## config.mk

```make
export PLATFORM = sky130hd
export DESIGN_NAME = dcpio_bank
export DESIGN_NICKNAME = d
export VERILOG_FILES = /design/src/hw/dcpio_pkg.sv /design/src/hw/dcpio_bank.sv
export SDC_FILE = /design/constraint.sdc
export NUM_CORES = 1
export LEC_CHECK = 0
export BUFFER_PORTS_ARGS = -buffer_cell sky130_fd_sc_hd__clkbuf_2
export CAP_MARGIN = 20
export CORE_MARGIN = 8
export CORE_UTILIZATION = 48
export CTS_CLUSTER_DIAMETER = 100
export CTS_CLUSTER_SIZE = 20
export DETAILED_ROUTE_END_ITERATION = 7
export PLACE_DENSITY_LB_ADDON = 0.25
export SLEW_MARGIN = 20
export SYNTH_ARGS = -nofsm -noshare
export SYNTH_HDL_FRONTEND = slang
export SYNTH_SLANG_ARGS = --single-unit
```

## constraint.sdc

```tcl
create_clock -name clk -period 3.27 [get_ports clk]
set_input_delay 0.1635 -clock clk [delete_from_list [all_inputs] [get_ports clk]]
set_output_delay 0.1635 -clock clk [all_outputs]
set_load 0.005 [all_outputs]
```

## src/hw/dcpio_pkg.sv

```systemverilog
// Package with the register map, field layouts and carriers of the pad bank
package dcpio_pkg;

    // ************************************************************
    // Register offsets, byte addresses
    // ************************************************************
    localparam int ADDR_W = 12;
    localparam int DATA_W = 32;
    localparam logic [11:0] OFF_CORE_NUMBER = 12'h000;
    localparam logic [11:0] OFF_GENERAL_PAD_INPUTS = 12'h004;
    localparam logic [11:0] OFF_FLASH_PAD_INPUTS = 12'h008;
    localparam logic [11:0] OFF_GENERAL_PAD_LEVEL = 12'h010;
    localparam logic [11:0] OFF_GENERAL_LEVEL_SET = 12'h014;
    localparam logic [11:0] OFF_GENERAL_LEVEL_CLEAR = 12'h018;
    localparam logic [11:0] OFF_GENERAL_LEVEL_TOGGLE = 12'h01C;
    localparam logic [11:0] OFF_GENERAL_DRIVE_ENABLE = 12'h020;
    localparam logic [11:0] OFF_GENERAL_DRIVE_ENABLE_SET = 12'h024;
    localparam logic [11:0] OFF_GENERAL_DRIVE_ENABLE_CLEAR = 12'h028;
    localparam logic [11:0] OFF_GENERAL_DRIVE_ENABLE_TOGGLE = 12'h02C;
    localparam logic [11:0] OFF_FLASH_PAD_LEVEL = 12'h030;

    // Alias spacing from a register's direct offset
    localparam logic [11:0] ALIAS_SET = 12'h004;
    localparam logic [11:0] ALIAS_CLEAR = 12'h008;
    localparam logic [11:0] ALIAS_TOGGLE = 12'h00C;

    // ************************************************************
    // Widths, reset values and fixed answers
    // ************************************************************
    localparam int GENERAL_PADS = 30;
    localparam int FLASH_PADS = 6;
    localparam logic [31:0] RESET_GENERAL_LEVEL = 32'h0000_0000;
    localparam logic [31:0] RESET_GENERAL_ENABLE = 32'h0000_0000;
    localparam logic [31:0] RESET_FLASH_LEVEL = 32'h0000_0000;
    localparam logic [31:0] CORE0_NUMBER = 32'h0000_0000;
    localparam logic [31:0] CORE1_NUMBER = 32'h0000_0001;
    localparam logic [31:0] UNMAPPED_READ = 32'h0000_0000;

    // ************************************************************
    // Types
    // ************************************************************
    typedef enum logic [2:0] {
        DCPIO_OP_NONE = 3'b000,
        DCPIO_OP_WRITE = 3'b001,
        DCPIO_OP_SET = 3'b010,
        DCPIO_OP_CLEAR = 3'b011,
        DCPIO_OP_TOGGLE = 3'b100
    } dcpio_op_t;

    typedef struct packed {
        logic [11:0] addr;
        logic [31:0] wdata;
        logic wr;
        logic rd;
    } dcpio_req_t;

    // Bit 0 is the serial clock, bit 5 data line 3
    typedef struct packed {
        logic flash_data_line3;
        logic flash_data_line2;
        logic flash_data_line1;
        logic flash_data_line0;
        logic flash_chip_select_n;
        logic serial_clock;
    } dcpio_flash_t;

endpackage : dcpio_pkg

```

## src/hw/dcpio_bank.sv

```systemverilog
// Pad register bank shared by two processor cores
// What this block does
// - Core number reads 0 from the first core, 1 from the second.
// - General input register returns 30 sampled pads, top bits zero.
// - Flash input register returns six pads: clock, select, data 0-3.
// - General level bits drive pads high or low; reset to zero.
// - Level and enable registers read back written value, not pads.
// - Same-cycle writes: first core applied, then second on result.
// - Level set alias ORs written value into the level register.
// - Level clear alias clears bits written as one.
// - Level toggle alias XORs written value into the level register.
// - General enable bits make pads outputs; reset to zero.
// - Enable set alias ORs written value into the enable register.
// - Enable clear alias clears bits written as one.
// - Enable toggle alias XORs written value into the enable register.
// - Flash level bits drive flash pads high or low; reset zero.
`timescale 1ns/1ns
module dcpio_bank
    import dcpio_pkg::*;
#(
    parameter int GEN_PADS = GENERAL_PADS,
    parameter int FL_PADS = FLASH_PADS
) (
    // Clock and reset
    input wire logic clk,
    input wire logic reset,
    // First core register port
    input wire dcpio_req_t core0_req,
    output logic [31:0] core0_rdata,
    // Second core register port
    input wire dcpio_req_t core1_req,
    output logic [31:0] core1_rdata,
    // Pads
    input wire logic [GEN_PADS-1:0] general_pad_in,
    input wire dcpio_flash_t flash_pad_in,
    output logic [GEN_PADS-1:0] general_pad_out,
    output logic [GEN_PADS-1:0] general_pad_oe,
    output dcpio_flash_t flash_pad_out
);

    // ************************************************************
    // Elaboration checks
    // ************************************************************
    // At least one reserved bit is kept so zero padding stays legal
    if (GEN_PADS < 1 || GEN_PADS > 31) begin : g_bad_gen
        $error("GEN_PADS must lie between 1 and 31");
    end
    if (FL_PADS != $bits(dcpio_flash_t)) begin : g_bad_flash
        $error("FL_PADS must match the flash pad layout");
    end

    // ************************************************************
    // Helpers
    // ************************************************************
    function automatic dcpio_op_t decode_op(
        input dcpio_req_t req,
        input logic [11:0] base
    );
        dcpio_op_t op;
        op = DCPIO_OP_NONE;
        if (!req.wr) begin
            op = DCPIO_OP_NONE;
        end else if (req.addr == base) begin
            op = DCPIO_OP_WRITE;
        end else if (req.addr == base + ALIAS_SET) begin
            op = DCPIO_OP_SET;
        end else if (req.addr == base + ALIAS_CLEAR) begin
            op = DCPIO_OP_CLEAR;
        end else if (req.addr == base + ALIAS_TOGGLE) begin
            op = DCPIO_OP_TOGGLE;
        end
        return op;
    endfunction : decode_op

    function automatic logic [31:0] apply_op(
        input logic [31:0] cur,
        input dcpio_op_t op,
        input logic [31:0] data
    );
        logic [31:0] res;
        res = cur;
        case (op)
            DCPIO_OP_WRITE: begin
                res = data;
            end
            DCPIO_OP_SET: begin
                res = cur | data;
            end
            DCPIO_OP_CLEAR: begin
                res = cur & ~data;
            end
            DCPIO_OP_TOGGLE: begin
                res = cur ^ data;
            end
            default: begin
                res = cur;
            end
        endcase
        return res;
    endfunction : apply_op

    // ************************************************************
    // Register state
    // ************************************************************
    logic [GEN_PADS-1:0] level;
    logic [GEN_PADS-1:0] enable;
    dcpio_flash_t flash_level;
    logic [31:0] level_wide;
    logic [31:0] enable_wide;
    logic [31:0] flash_wide;
    logic [31:0] level_after0;
    logic [31:0] level_after1;
    logic [31:0] enable_after0;
    logic [31:0] enable_after1;
    logic [31:0] flash_after0;
    logic [31:0] flash_after1;
    logic [GEN_PADS-1:0] next_level;
    logic [GEN_PADS-1:0] next_enable;
    dcpio_flash_t next_flash_level;

    assign level_wide = {{(32 - GEN_PADS){1'b0}}, level};
    assign enable_wide = {{(32 - GEN_PADS){1'b0}}, enable};
    assign flash_wide = {{(32 - FL_PADS){1'b0}}, flash_level};

    // Core 0 first, core 1 on its result, all in one cycle
    assign level_after0 = apply_op(level_wide,
        decode_op(core0_req, OFF_GENERAL_PAD_LEVEL), core0_req.wdata);
    assign level_after1 = apply_op(level_after0,
        decode_op(core1_req, OFF_GENERAL_PAD_LEVEL), core1_req.wdata);
    assign enable_after0 = apply_op(enable_wide,
        decode_op(core0_req, OFF_GENERAL_DRIVE_ENABLE),
        core0_req.wdata);
    assign enable_after1 = apply_op(enable_after0,
        decode_op(core1_req, OFF_GENERAL_DRIVE_ENABLE),
        core1_req.wdata);

    // Flash level has no aliases here; a plain write stands
    assign flash_after0 = (core0_req.wr
        && core0_req.addr == OFF_FLASH_PAD_LEVEL) ? core0_req.wdata
        : flash_wide;
    assign flash_after1 = (core1_req.wr
        && core1_req.addr == OFF_FLASH_PAD_LEVEL) ? core1_req.wdata
        : flash_after0;

    // Upper bits dropped so reserved positions never store
    assign next_level = level_after1[GEN_PADS-1:0];
    assign next_enable = enable_after1[GEN_PADS-1:0];
    assign next_flash_level = dcpio_flash_t'(flash_after1[FL_PADS-1:0]);

    always_ff @(posedge clk or posedge reset) begin
        if (reset) begin
            level <= RESET_GENERAL_LEVEL[GEN_PADS-1:0];
        end else begin
            level <= next_level;
        end
    end

    always_ff @(posedge clk or posedge reset) begin
        if (reset) begin
            enable <= RESET_GENERAL_ENABLE[GEN_PADS-1:0];
        end else begin
            enable <= next_enable;
        end
    end

    always_ff @(posedge clk or posedge reset) begin
        if (reset) begin
            flash_level <= dcpio_flash_t'(RESET_FLASH_LEVEL[5:0]);
        end else begin
            flash_level <= next_flash_level;
        end
    end

    // ************************************************************
    // Pad drive
    // ************************************************************
    assign general_pad_out = level;
    assign general_pad_oe = enable;
    assign flash_pad_out = flash_level;

    // ************************************************************
    // Read path
    // ************************************************************
    // Reads see the value before any write of the same cycle
    function automatic logic [31:0] read_mux(
        input logic [11:0] addr,
        input logic [31:0] core_id,
        input logic [31:0] gen_in,
        input logic [31:0] fl_in,
        input logic [31:0] lvl,
        input logic [31:0] oe,
        input logic [31:0] fl_lvl
    );
        logic [31:0] res;
        res = UNMAPPED_READ;
        if (addr == OFF_CORE_NUMBER) begin
            res = core_id;
        end else if (addr == OFF_GENERAL_PAD_INPUTS) begin
            res = gen_in;
        end else if (addr == OFF_FLASH_PAD_INPUTS) begin
            res = fl_in;
        end else if (addr == OFF_GENERAL_PAD_LEVEL) begin
            res = lvl;
        end else if (addr == OFF_GENERAL_DRIVE_ENABLE) begin
            res = oe;
        end else if (addr == OFF_FLASH_PAD_LEVEL) begin
            res = fl_lvl;
        end
        return res;
    endfunction : read_mux

    logic [31:0] gen_in_wide;
    logic [31:0] flash_in_wide;

    assign gen_in_wide = {{(32 - GEN_PADS){1'b0}}, general_pad_in};
    assign flash_in_wide = {{(32 - FL_PADS){1'b0}}, flash_pad_in};

    always_ff @(posedge clk or posedge reset) begin
        if (reset) begin
            core0_rdata <= UNMAPPED_READ;
        end else if (core0_req.rd) begin
            core0_rdata <= read_mux(core0_req.addr, CORE0_NUMBER,
                gen_in_wide, flash_in_wide, level_wide, enable_wide,
                flash_wide);
        end else begin
            core0_rdata <= UNMAPPED_READ;
        end
    end

    always_ff @(posedge clk or posedge reset) begin
        if (reset) begin
            core1_rdata <= UNMAPPED_READ;
        end else if (core1_req.rd) begin
            core1_rdata <= read_mux(core1_req.addr, CORE1_NUMBER,
                gen_in_wide, flash_in_wide, level_wide, enable_wide,
                flash_wide);
        end else begin
            core1_rdata <= UNMAPPED_READ;
        end
    end

    // ************************************************************
    // Assertions
    // ************************************************************
    logic c0_lvl_set;
    logic c0_lvl_clr;
    logic c0_lvl_tog;
    logic c1_lvl_any;
    logic c0_oe_any;
    logic c1_oe_any;
    logic [GEN_PADS-1:0] wd0;
    logic [GEN_PADS-1:0] wd1;

    assign c0_lvl_set = core0_req.wr
        && core0_req.addr == OFF_GENERAL_LEVEL_SET;
    assign c0_lvl_clr = core0_req.wr
        && core0_req.addr == OFF_GENERAL_LEVEL_CLEAR;
    assign c0_lvl_tog = core0_req.wr
        && core0_req.addr == OFF_GENERAL_LEVEL_TOGGLE;
    assign c1_lvl_any = core1_req.wr
        && core1_req.addr[11:4] == OFF_GENERAL_PAD_LEVEL[11:4];
    assign c0_oe_any = core0_req.wr
        && core0_req.addr[11:4] == OFF_GENERAL_DRIVE_ENABLE[11:4];
    assign c1_oe_any = core1_req.wr
        && core1_req.addr[11:4] == OFF_GENERAL_DRIVE_ENABLE[11:4];
    assign wd0 = core0_req.wdata[GEN_PADS-1:0];
    assign wd1 = core1_req.wdata[GEN_PADS-1:0];
endmodule : dcpio_bank

```

==> flow_summary.json, run 1 <==
{
  "cp_common_cell": "ha_1",
  "cp.required_ns": 3.62,
  "postSynthCellCount": 1445,
  "grt_usage_pct": 26.07,
  "max_cap_violations": 0,
  "drt_iter0_markers": 1373,
  "wire_per_inst_um": 21.22,
  "fin_area_um2": 14650,
  "netlist_area_um2": 12370,
  "tightest_slew_ns": 1.008,
  "place_ws_ns": 0.5613,
  "synthFlopType": "dfrtp_1",
  "worst_setup_path_end_kind": "register",
  "grt_pass1_vias": 11640,
  "totalPowerFinal_mw": 4.435,
  "clock-sinks": 126,
  "critical_path.top_delay_family": "compound AO/OA/AOI/OAI gates",
  "dpl-instance-area_um2": 13940,
  "grt_start_max_net_pins": 67,
  "grt-ovfl-total": 0,
  "fin_nets": 1962,
  "cts_hold_buf": 12,
  "place_congestion": 0.8678,
  "postRouteAntennaNets": 0,
  "ys_top_cells_by_area": "dfrtp_1 25%, ha_1 18%, nor2_1 6.0%",
  "leakagePower_nw": 7.358,
  "cts_setup_buffers": 0,
  "rsz0062_at_grt": "no",
  "antennaDiodeCount": 0,
  "vias_per_cell": 6.109,
  "num_io_pins": 260,
  "rows": 58,
  "yosys-top-cells-count": "198 x nor2_1, 180 x ha_1, 174 x inv_1, 126 x dfrtp_1, 90 x a211oi_1",
  "yosysSeqAreaShare_pct": 25.49,
  "h-tree-depth": 4,
  "whs_ns": 0.008745,
  "path_max_fanout": 5,
  "start_util_pct": 48.97,
  "synth_top_area_share_pct": 25.49,
  "vdd_drop_max_uv": 366.4,
  "slew_violations": 0,
  "cts_resized": 0,
  "area_growth_pct": 18.47,
  "slew_headroom_pct": 32.50,
  "ys_seq_elements": 126,
  "ys_warn_count": 0,
  "yosys.area.top_type": "dfrtp_1",
  "post-route-period-util_pct": 77.73,
  "slowest_delay_ns": 0.75,
  "path_cells": "inv_1, ha_1, nand2b_1, a21oi_1, a2111oi_0, nor2_1, ha_1, a211oi_1, o21ai_0, o31ai_1",
  "critPathBufInv": 1,
  "fin_crit_ns": 2.542,
  "synth.distinct_cells": 56,
  "die_area_um2": 31160,
  "setup_slack_ns": 0.7283,
  "remaining_drc_errors": 0,
  "synth_edf_count": 0,
  "setup_viol": 0,
  "wl_mm": 42.33,
  "vias": 12190,
  "grt_pass1_wl_mm": 64.93,
  "setup-tns-final_ns": 0,
  "drtPass1Iterations": 5,
  "clkLatencyLatePin_ns": 0.44,
  "async_reset_ff_share_pct": 100.0,
  "cts_made_buffers": 17,
  "powerDensity_nw_per_um2": 302.7,
  "core_um2": 25250,
  "critical_path_class": "reg2reg",
  "portBuffers": 251,
  "hp-class": "in2reg",
  "antenna_found_initial": 1,
  "dpl.hpwl_mm": 31.07,
  "start_kind": "register",
  "root_buffer": "clkbuf_16",
  "dieHeight_um": 176.5,
  "finClkSkew_ns": 0.01112,
  "die_w_um": 176.5,
  "drive_above_1_share_pct": 23.36,
  "ctsLongestPathBuffers": 2,
  "avgSynthCellArea_um2": 8.559,
  "clk_pin_slew_ns": 0.07,
  "cts_tree": "built",
  "synth_most_common_cell": "nor2_1",
  "max_freq_mhz": 393.4,
  "status": "complete, no violations",
  "cp.arrival_ns": 2.89,
  "hold_viol_final": 0,
  "crit_path_top_delay_cell": "a2111oi_0"
}
==> worst min-delay path, delay by kind of cell <==
kind                   cells  cell delay, ns
and+or+nand+nor            1            0.06
buffers and inverters      1            0.10
AOI/OAI and AO/OA          1            0.06
==> state kept, by name, summed over array words and instances (netlist names) <==
signal           cells
core1_rdata         30
general_pad_oe      30
general_pad_out     30
core0_rdata         30
flash_pad_out        6
==> kinds of logic after synthesis <==
group | Yosys count | synth area share [%]
AO/OA/AOI/OAI | 427 | 24.21
adder cells (fa/ha/maj) | 180 | 18.21
buffers and inverters | 295 | 9.570
flip-flops | 126 | 25.49
multiplexers | 86 | 9.702
other | 1 | 0.03032
AND/OR/NAND/NOR | 330 | 12.79
==> per-stage QoR <==
stage                     instances  util, %
after floorplan                1448        -
after global placement         1951    55.19
after detailed placement       1951    55.19
after CTS                      1995    58.02
after global routing           1995    58.02
final                          1995    58.02
==> path summary, 6_finish.rpt <==
kind | startpoint | to | slack (ns) | cells past startpoint
worst max-delay path | general_pad_out[0] | general_pad_out[0] | 0.73 | 10
worst min-delay path | general_pad_in[29] | core0_rdata[29] | 0.009 | 3
worst max register to register | general_pad_out[0] | general_pad_out[0] | 0.73 | 10
worst min register to register | flash_pad_out[2] | flash_pad_out[2] | 0.65 | 2
max in group asynchronous | reset | general_pad_out[26] | 2.17 | 4
min in group asynchronous | reset | core1_rdata[1] | 0.32 | 3
==> per-layer routing <==
layer,global-route usage (%),share of wire (%)
met1,35.55,43
met2,40.82,45
met4,8.967,2.5
met5,0,0.031
met3,4.828,9.8
==> cell usage in the layout, fill, tap and decap left out, types with 5 or more instances in the layout <==
cell type	n
o32ai_1	7
and2_1	29
nand2b_1	25
a32o_1	6
buf_4	40
a22o_1	24
inv_1	173
a211oi_1	90
o21ai_0	61
nand4_1	5
o2bb2ai_1	11
mux2i_1	49
a21oi_1	85
inv_6	5
clkbuf_16	17
a2bb2oi_1	24
nor2_1	197
a2111oi_0	31
ha_1	180
mux4_2	26
clkbuf_2	249
dlygate4sd3_1	12
a31oi_1	7
o22ai_1	22
mux2_2	11
a32oi_1	22
o31ai_1	30
nand3_1	14
nand2_1	17
dfrtp_1	126
==> area by class of cell <==
cell class,count,area (µm²)
clock buffers,18,439.2
flip-flops and latches,126,3153
well taps,330,412.9
multi-input cells,1027,8102
repair buffers,304,1727
clock inverters,14,155.1
inverters,176,664.4
fillers,2267,10600
==> where the power goes <==
| part | switching [mW] | leakage (nW) | total [mW] | internal, mW |
|---|---|---|---|---|
| registers | 0.0646 | 1.75 | 1.65 | 1.58 |
| logic | 0.493 | 5.32 | 0.828 | 0.335 |
| clock network | 0.805 | 0.288 | 1.96 | 1.15 |
Note: power is estimated with default switching activity, not from simulation.
==> run 2: changes to the inputs <==
--- a/config.mk
+++ b/config.mk
@@ -5,6 +5,7 @@
 export SDC_FILE = /design/constraint.sdc
 export NUM_CORES = 1
 export LEC_CHECK = 0
+export ABC_AREA = 1
 export BUFFER_PORTS_ARGS = -buffer_cell sky130_fd_sc_hd__clkbuf_2
 export CAP_MARGIN = 20
 export CORE_MARGIN = 8
==> constraint.sdc (replaced) <==
create_clock -name clk -period 2.1 [get_ports clk]
set_input_delay 0.105 -clock clk [delete_from_list [all_inputs] [get_ports clk]]
set_output_delay 0.105 -clock clk [all_outputs]
set_load 0.005 [all_outputs]
==> run 2 against run 1 <==
Effect of this change:
- worst setup slack got worse by 0.64 ns
- largest power group unchanged
- count of clock-buffer cells in the layout did not move
- critical path depth rose by 1
- via count rose by 26%
- critical path type unchanged
==> flow_summary.json, run 2 <==
{
  "ctsLongestPathBuffers": 2,
  "drive_above_1_share_pct": 21.45,
  "grt_usage_pct": 30.58,
  "postSynthCellCount": 2001,
  "layout_common_cells": "396 x nand2_1, 292 x inv_1, 251 x clkbuf_2",
  "die_area_um2": 33580,
  "vias_per_cell": 5.572,
  "ys_warn_count": 0,
  "yosys.area.top_type": "dfrtp_1",
  "clock-sinks": 126,
  "vias": 15400,
  "path_cells": "inv_1, ha_1, nand2_1, nand2_1, nor2_1, nand3_1, and2_1, ha_1, o22ai_1, a21oi_1, nand2_1",
  "totalPowerFinal_mw": 7.221,
  "hp-class": "in2reg",
  "cts_tree": "built",
  "num_io_pins": 260,
  "core_um2": 27630,
  "swShare_pct": 31.09,
  "path_max_fanout": 4,
  "dpl.hpwl_mm": 39.13,
  "wl_mm": 52.76,
  "root_buffer": "clkbuf_16",
  "status": "complete, no violations",
  "grt-ovfl-total": 0,
  "fin_area_um2": 17110,
  "dieHeight_um": 183.3,
  "setup_slack_ns": 0.08364,
  "synth.distinct_cells": 39,
  "crit_path_top_delay_cell": "dfrtp_1",
  "critical_path_class": "reg2reg",
  "netlist_area_um2": 13430,
  "comb_power_share_pct": 19.3,
  "post-route-period-util_pct": 96.02,
  "async_reset_ff_share_pct": 100.0,
  "rows": 61,
  "synth_top_area_share_pct": 23.48,
  "wire_per_inst_um": 19.09,
  "start_kind": "register",
  "nFillCells": 2567,
  "yosys-top-cells-count": "396 x nand2_1, 295 x inv_1, 188 x nand3_1, 180 x ha_1, 156 x nor2_1",
  "grt_pass1_vias": 14920,
  "p_switching_mw": 2.245,
  "cp_common_cell": "nand2_1",
  "vdd_drop_max_uv": 319.2,
  "yosysSeqAreaShare_pct": 23.48,
  "hold_viol_final": 0,
  "avgSynthCellArea_um2": 6.710,
  "cp.arrival_ns": 2.34,
  "antenna_found_initial": 3,
  "drt_iter0_markers": 1616,
  "rsz0062_at_grt": "yes",
  "setup_viol": 0,
  "clk_pin_slew_ns": 0.07,
  "start_util_pct": 48.60,
  "max_cap_violations": 0,
  "fin_util_pct": 61.91,
  "slew_violations": 0,
  "leakagePower_nw": 9.176,
  "seq_power_share_pct": 35.8,
  "clkLatencyLatePin_ns": 0.44,
  "fin_nets": 2679,
  "slowest_delay_ns": 0.43,
  "p_int_mw": 4.977,
  "remaining_drc_errors": 0,
  "layout_commonest_cell": "nand2_1",
  "area_growth_pct": 27.41,
  "die_w_um": 183.3,
  "fin_crit_ns": 2.016,
  "ys_top_cells_by_area": "dfrtp_1 23%, ha_1 17%, nand2_1 11%",
  "setup-tns-final_ns": 0,
  "cp.required_ns": 2.43,
  "clockPowerShare_pct": 44.9,
  "tightest_slew_ns": 0.7848,
  "postRouteAntennaNets": 0,
  "drtPass1Iterations": 6,
  "worst_setup_path_end_kind": "register",
  "place_congestion": 0.9875,
  "grt_start_max_net_pins": 60,
  "portBuffers": 251,
  "synth_most_common_cell": "nand2_1",
  "powerDensity_nw_per_um2": 422.1,
  "grt_pass1_wl_mm": 80.45,
  "synthFlopType": "dfrtp_1",
  "slew_headroom_pct": 47.62,
  "finClkSkew_ns": 0.009551,
  "dpl-instance-area_um2": 15940,
  "max_freq_mhz": 495.9,
  "cts_made_buffers": 17,
  "place_ws_ns": -0.3759,
  "ys_seq_elements": 126,
  "synth_edf_count": 0,
  "h-tree-depth": 4
}
[run 2: power by group through the flow]
stage | Combinational, mW | Clock [mW] | Sequential, mW
6_report | 1.39 | 3.25 | 2.58
4_1_cts | 1.37 | 3.26 | 2.58
3_5_place_dp | 1.28 | 0 | 2.63
5_1_grt | 1.56 | 3.37 | 2.59
2_1_floorplan | 0.649 | 0 | 2.61
3_3_place_gp | 1.21 | 0 | 2.62
[run 2: layout make-up]
| class | instances | area, µm² | share of cell area [%] |
|---|---|---|---|
| tap | 378 | 473.0 | 2.765 |
| antenna | 3 | 7.507 | 0.04389 |
| sequential | 126 | 3156 | 18.45 |
| timing repair buffer | 456 | 3146 | 18.39 |
| clock buffer | 18 | 429.2 | 2.509 |
| inverter | 318 | 1197 | 7.000 |
| clock inverter | 14 | 183.9 | 1.075 |
| multi-input combinational | 1450 | 8514 | 49.77 |
[run 2: metrics by stage]
step | hold slack (ns) | cells
after floorplan | 0.2089 | 2004
after global placement | 0.1825 | 2675
after detailed placement | 0.1849 | 2675
after CTS | 0.001221 | 2759
after global routing | 0.01268 | 2760
final | 0.002064 | 2763
[run 2: critical path, delay by kind of cell (launching register included)]
family / cells / cell delay [ns]
and+or+nand+nor: 6 / 0.56
adders and majority gates: 2 / 0.54
DFF: 1 / 0.43
AOI/OAI and AO/OA: 2 / 0.20
buffers and inverters: 1 / 0.18
[run 2: final timing paths]
path	to	from	slack [ns]	cells after the start
max	general_pad_oe[12]	general_pad_oe[12]	0.08	11
min	core0_rdata[24]	general_pad_in[24]	0.002	3
max reg2reg	general_pad_oe[12]	general_pad_oe[12]	0.08	11
min reg2reg	general_pad_out[8]	general_pad_out[8]	0.64	4
max in group asynchronous	general_pad_out[17]	reset	1.04	4
min in group asynchronous	core0_rdata[21]	reset	0.28	3
[run 2: logic make-up (layout without fill, tap and decap cells)]
family / Yosys count / in the layout / share of synthesized area, %
adder cells (fa/ha/maj): 180 / 180 / 16.77
flip-flops: 126 / 126 / 23.48
AND/OR/NAND/NOR: 894 / 894 / 30.87
AO/OA/AOI/OAI: 372 / 372 / 15.55
buffers and inverters: 428 / 806 / 13.29
other: 1 / 7 / 0.02793
[run 2: routing by layer]
metal | track usage, % | part of all wire (%) | vias up
met5 | 0 | 0.042 | -
met4 | 15.22 | 4.3 | 4
met3 | 8.330 | 12 | 189
met2 | 48.15 | 44 | 899
met1 | 38.15 | 39 | 7067
li1 | - | - | 7236
[run 2: repair_timing]
item                                    CTS  global route
endpoints found under the setup margin    0            22
buffers inserted                          0             1
hold endpoints to repair                 98             0
hold buffers                             52             0
resized for setup                         0             8
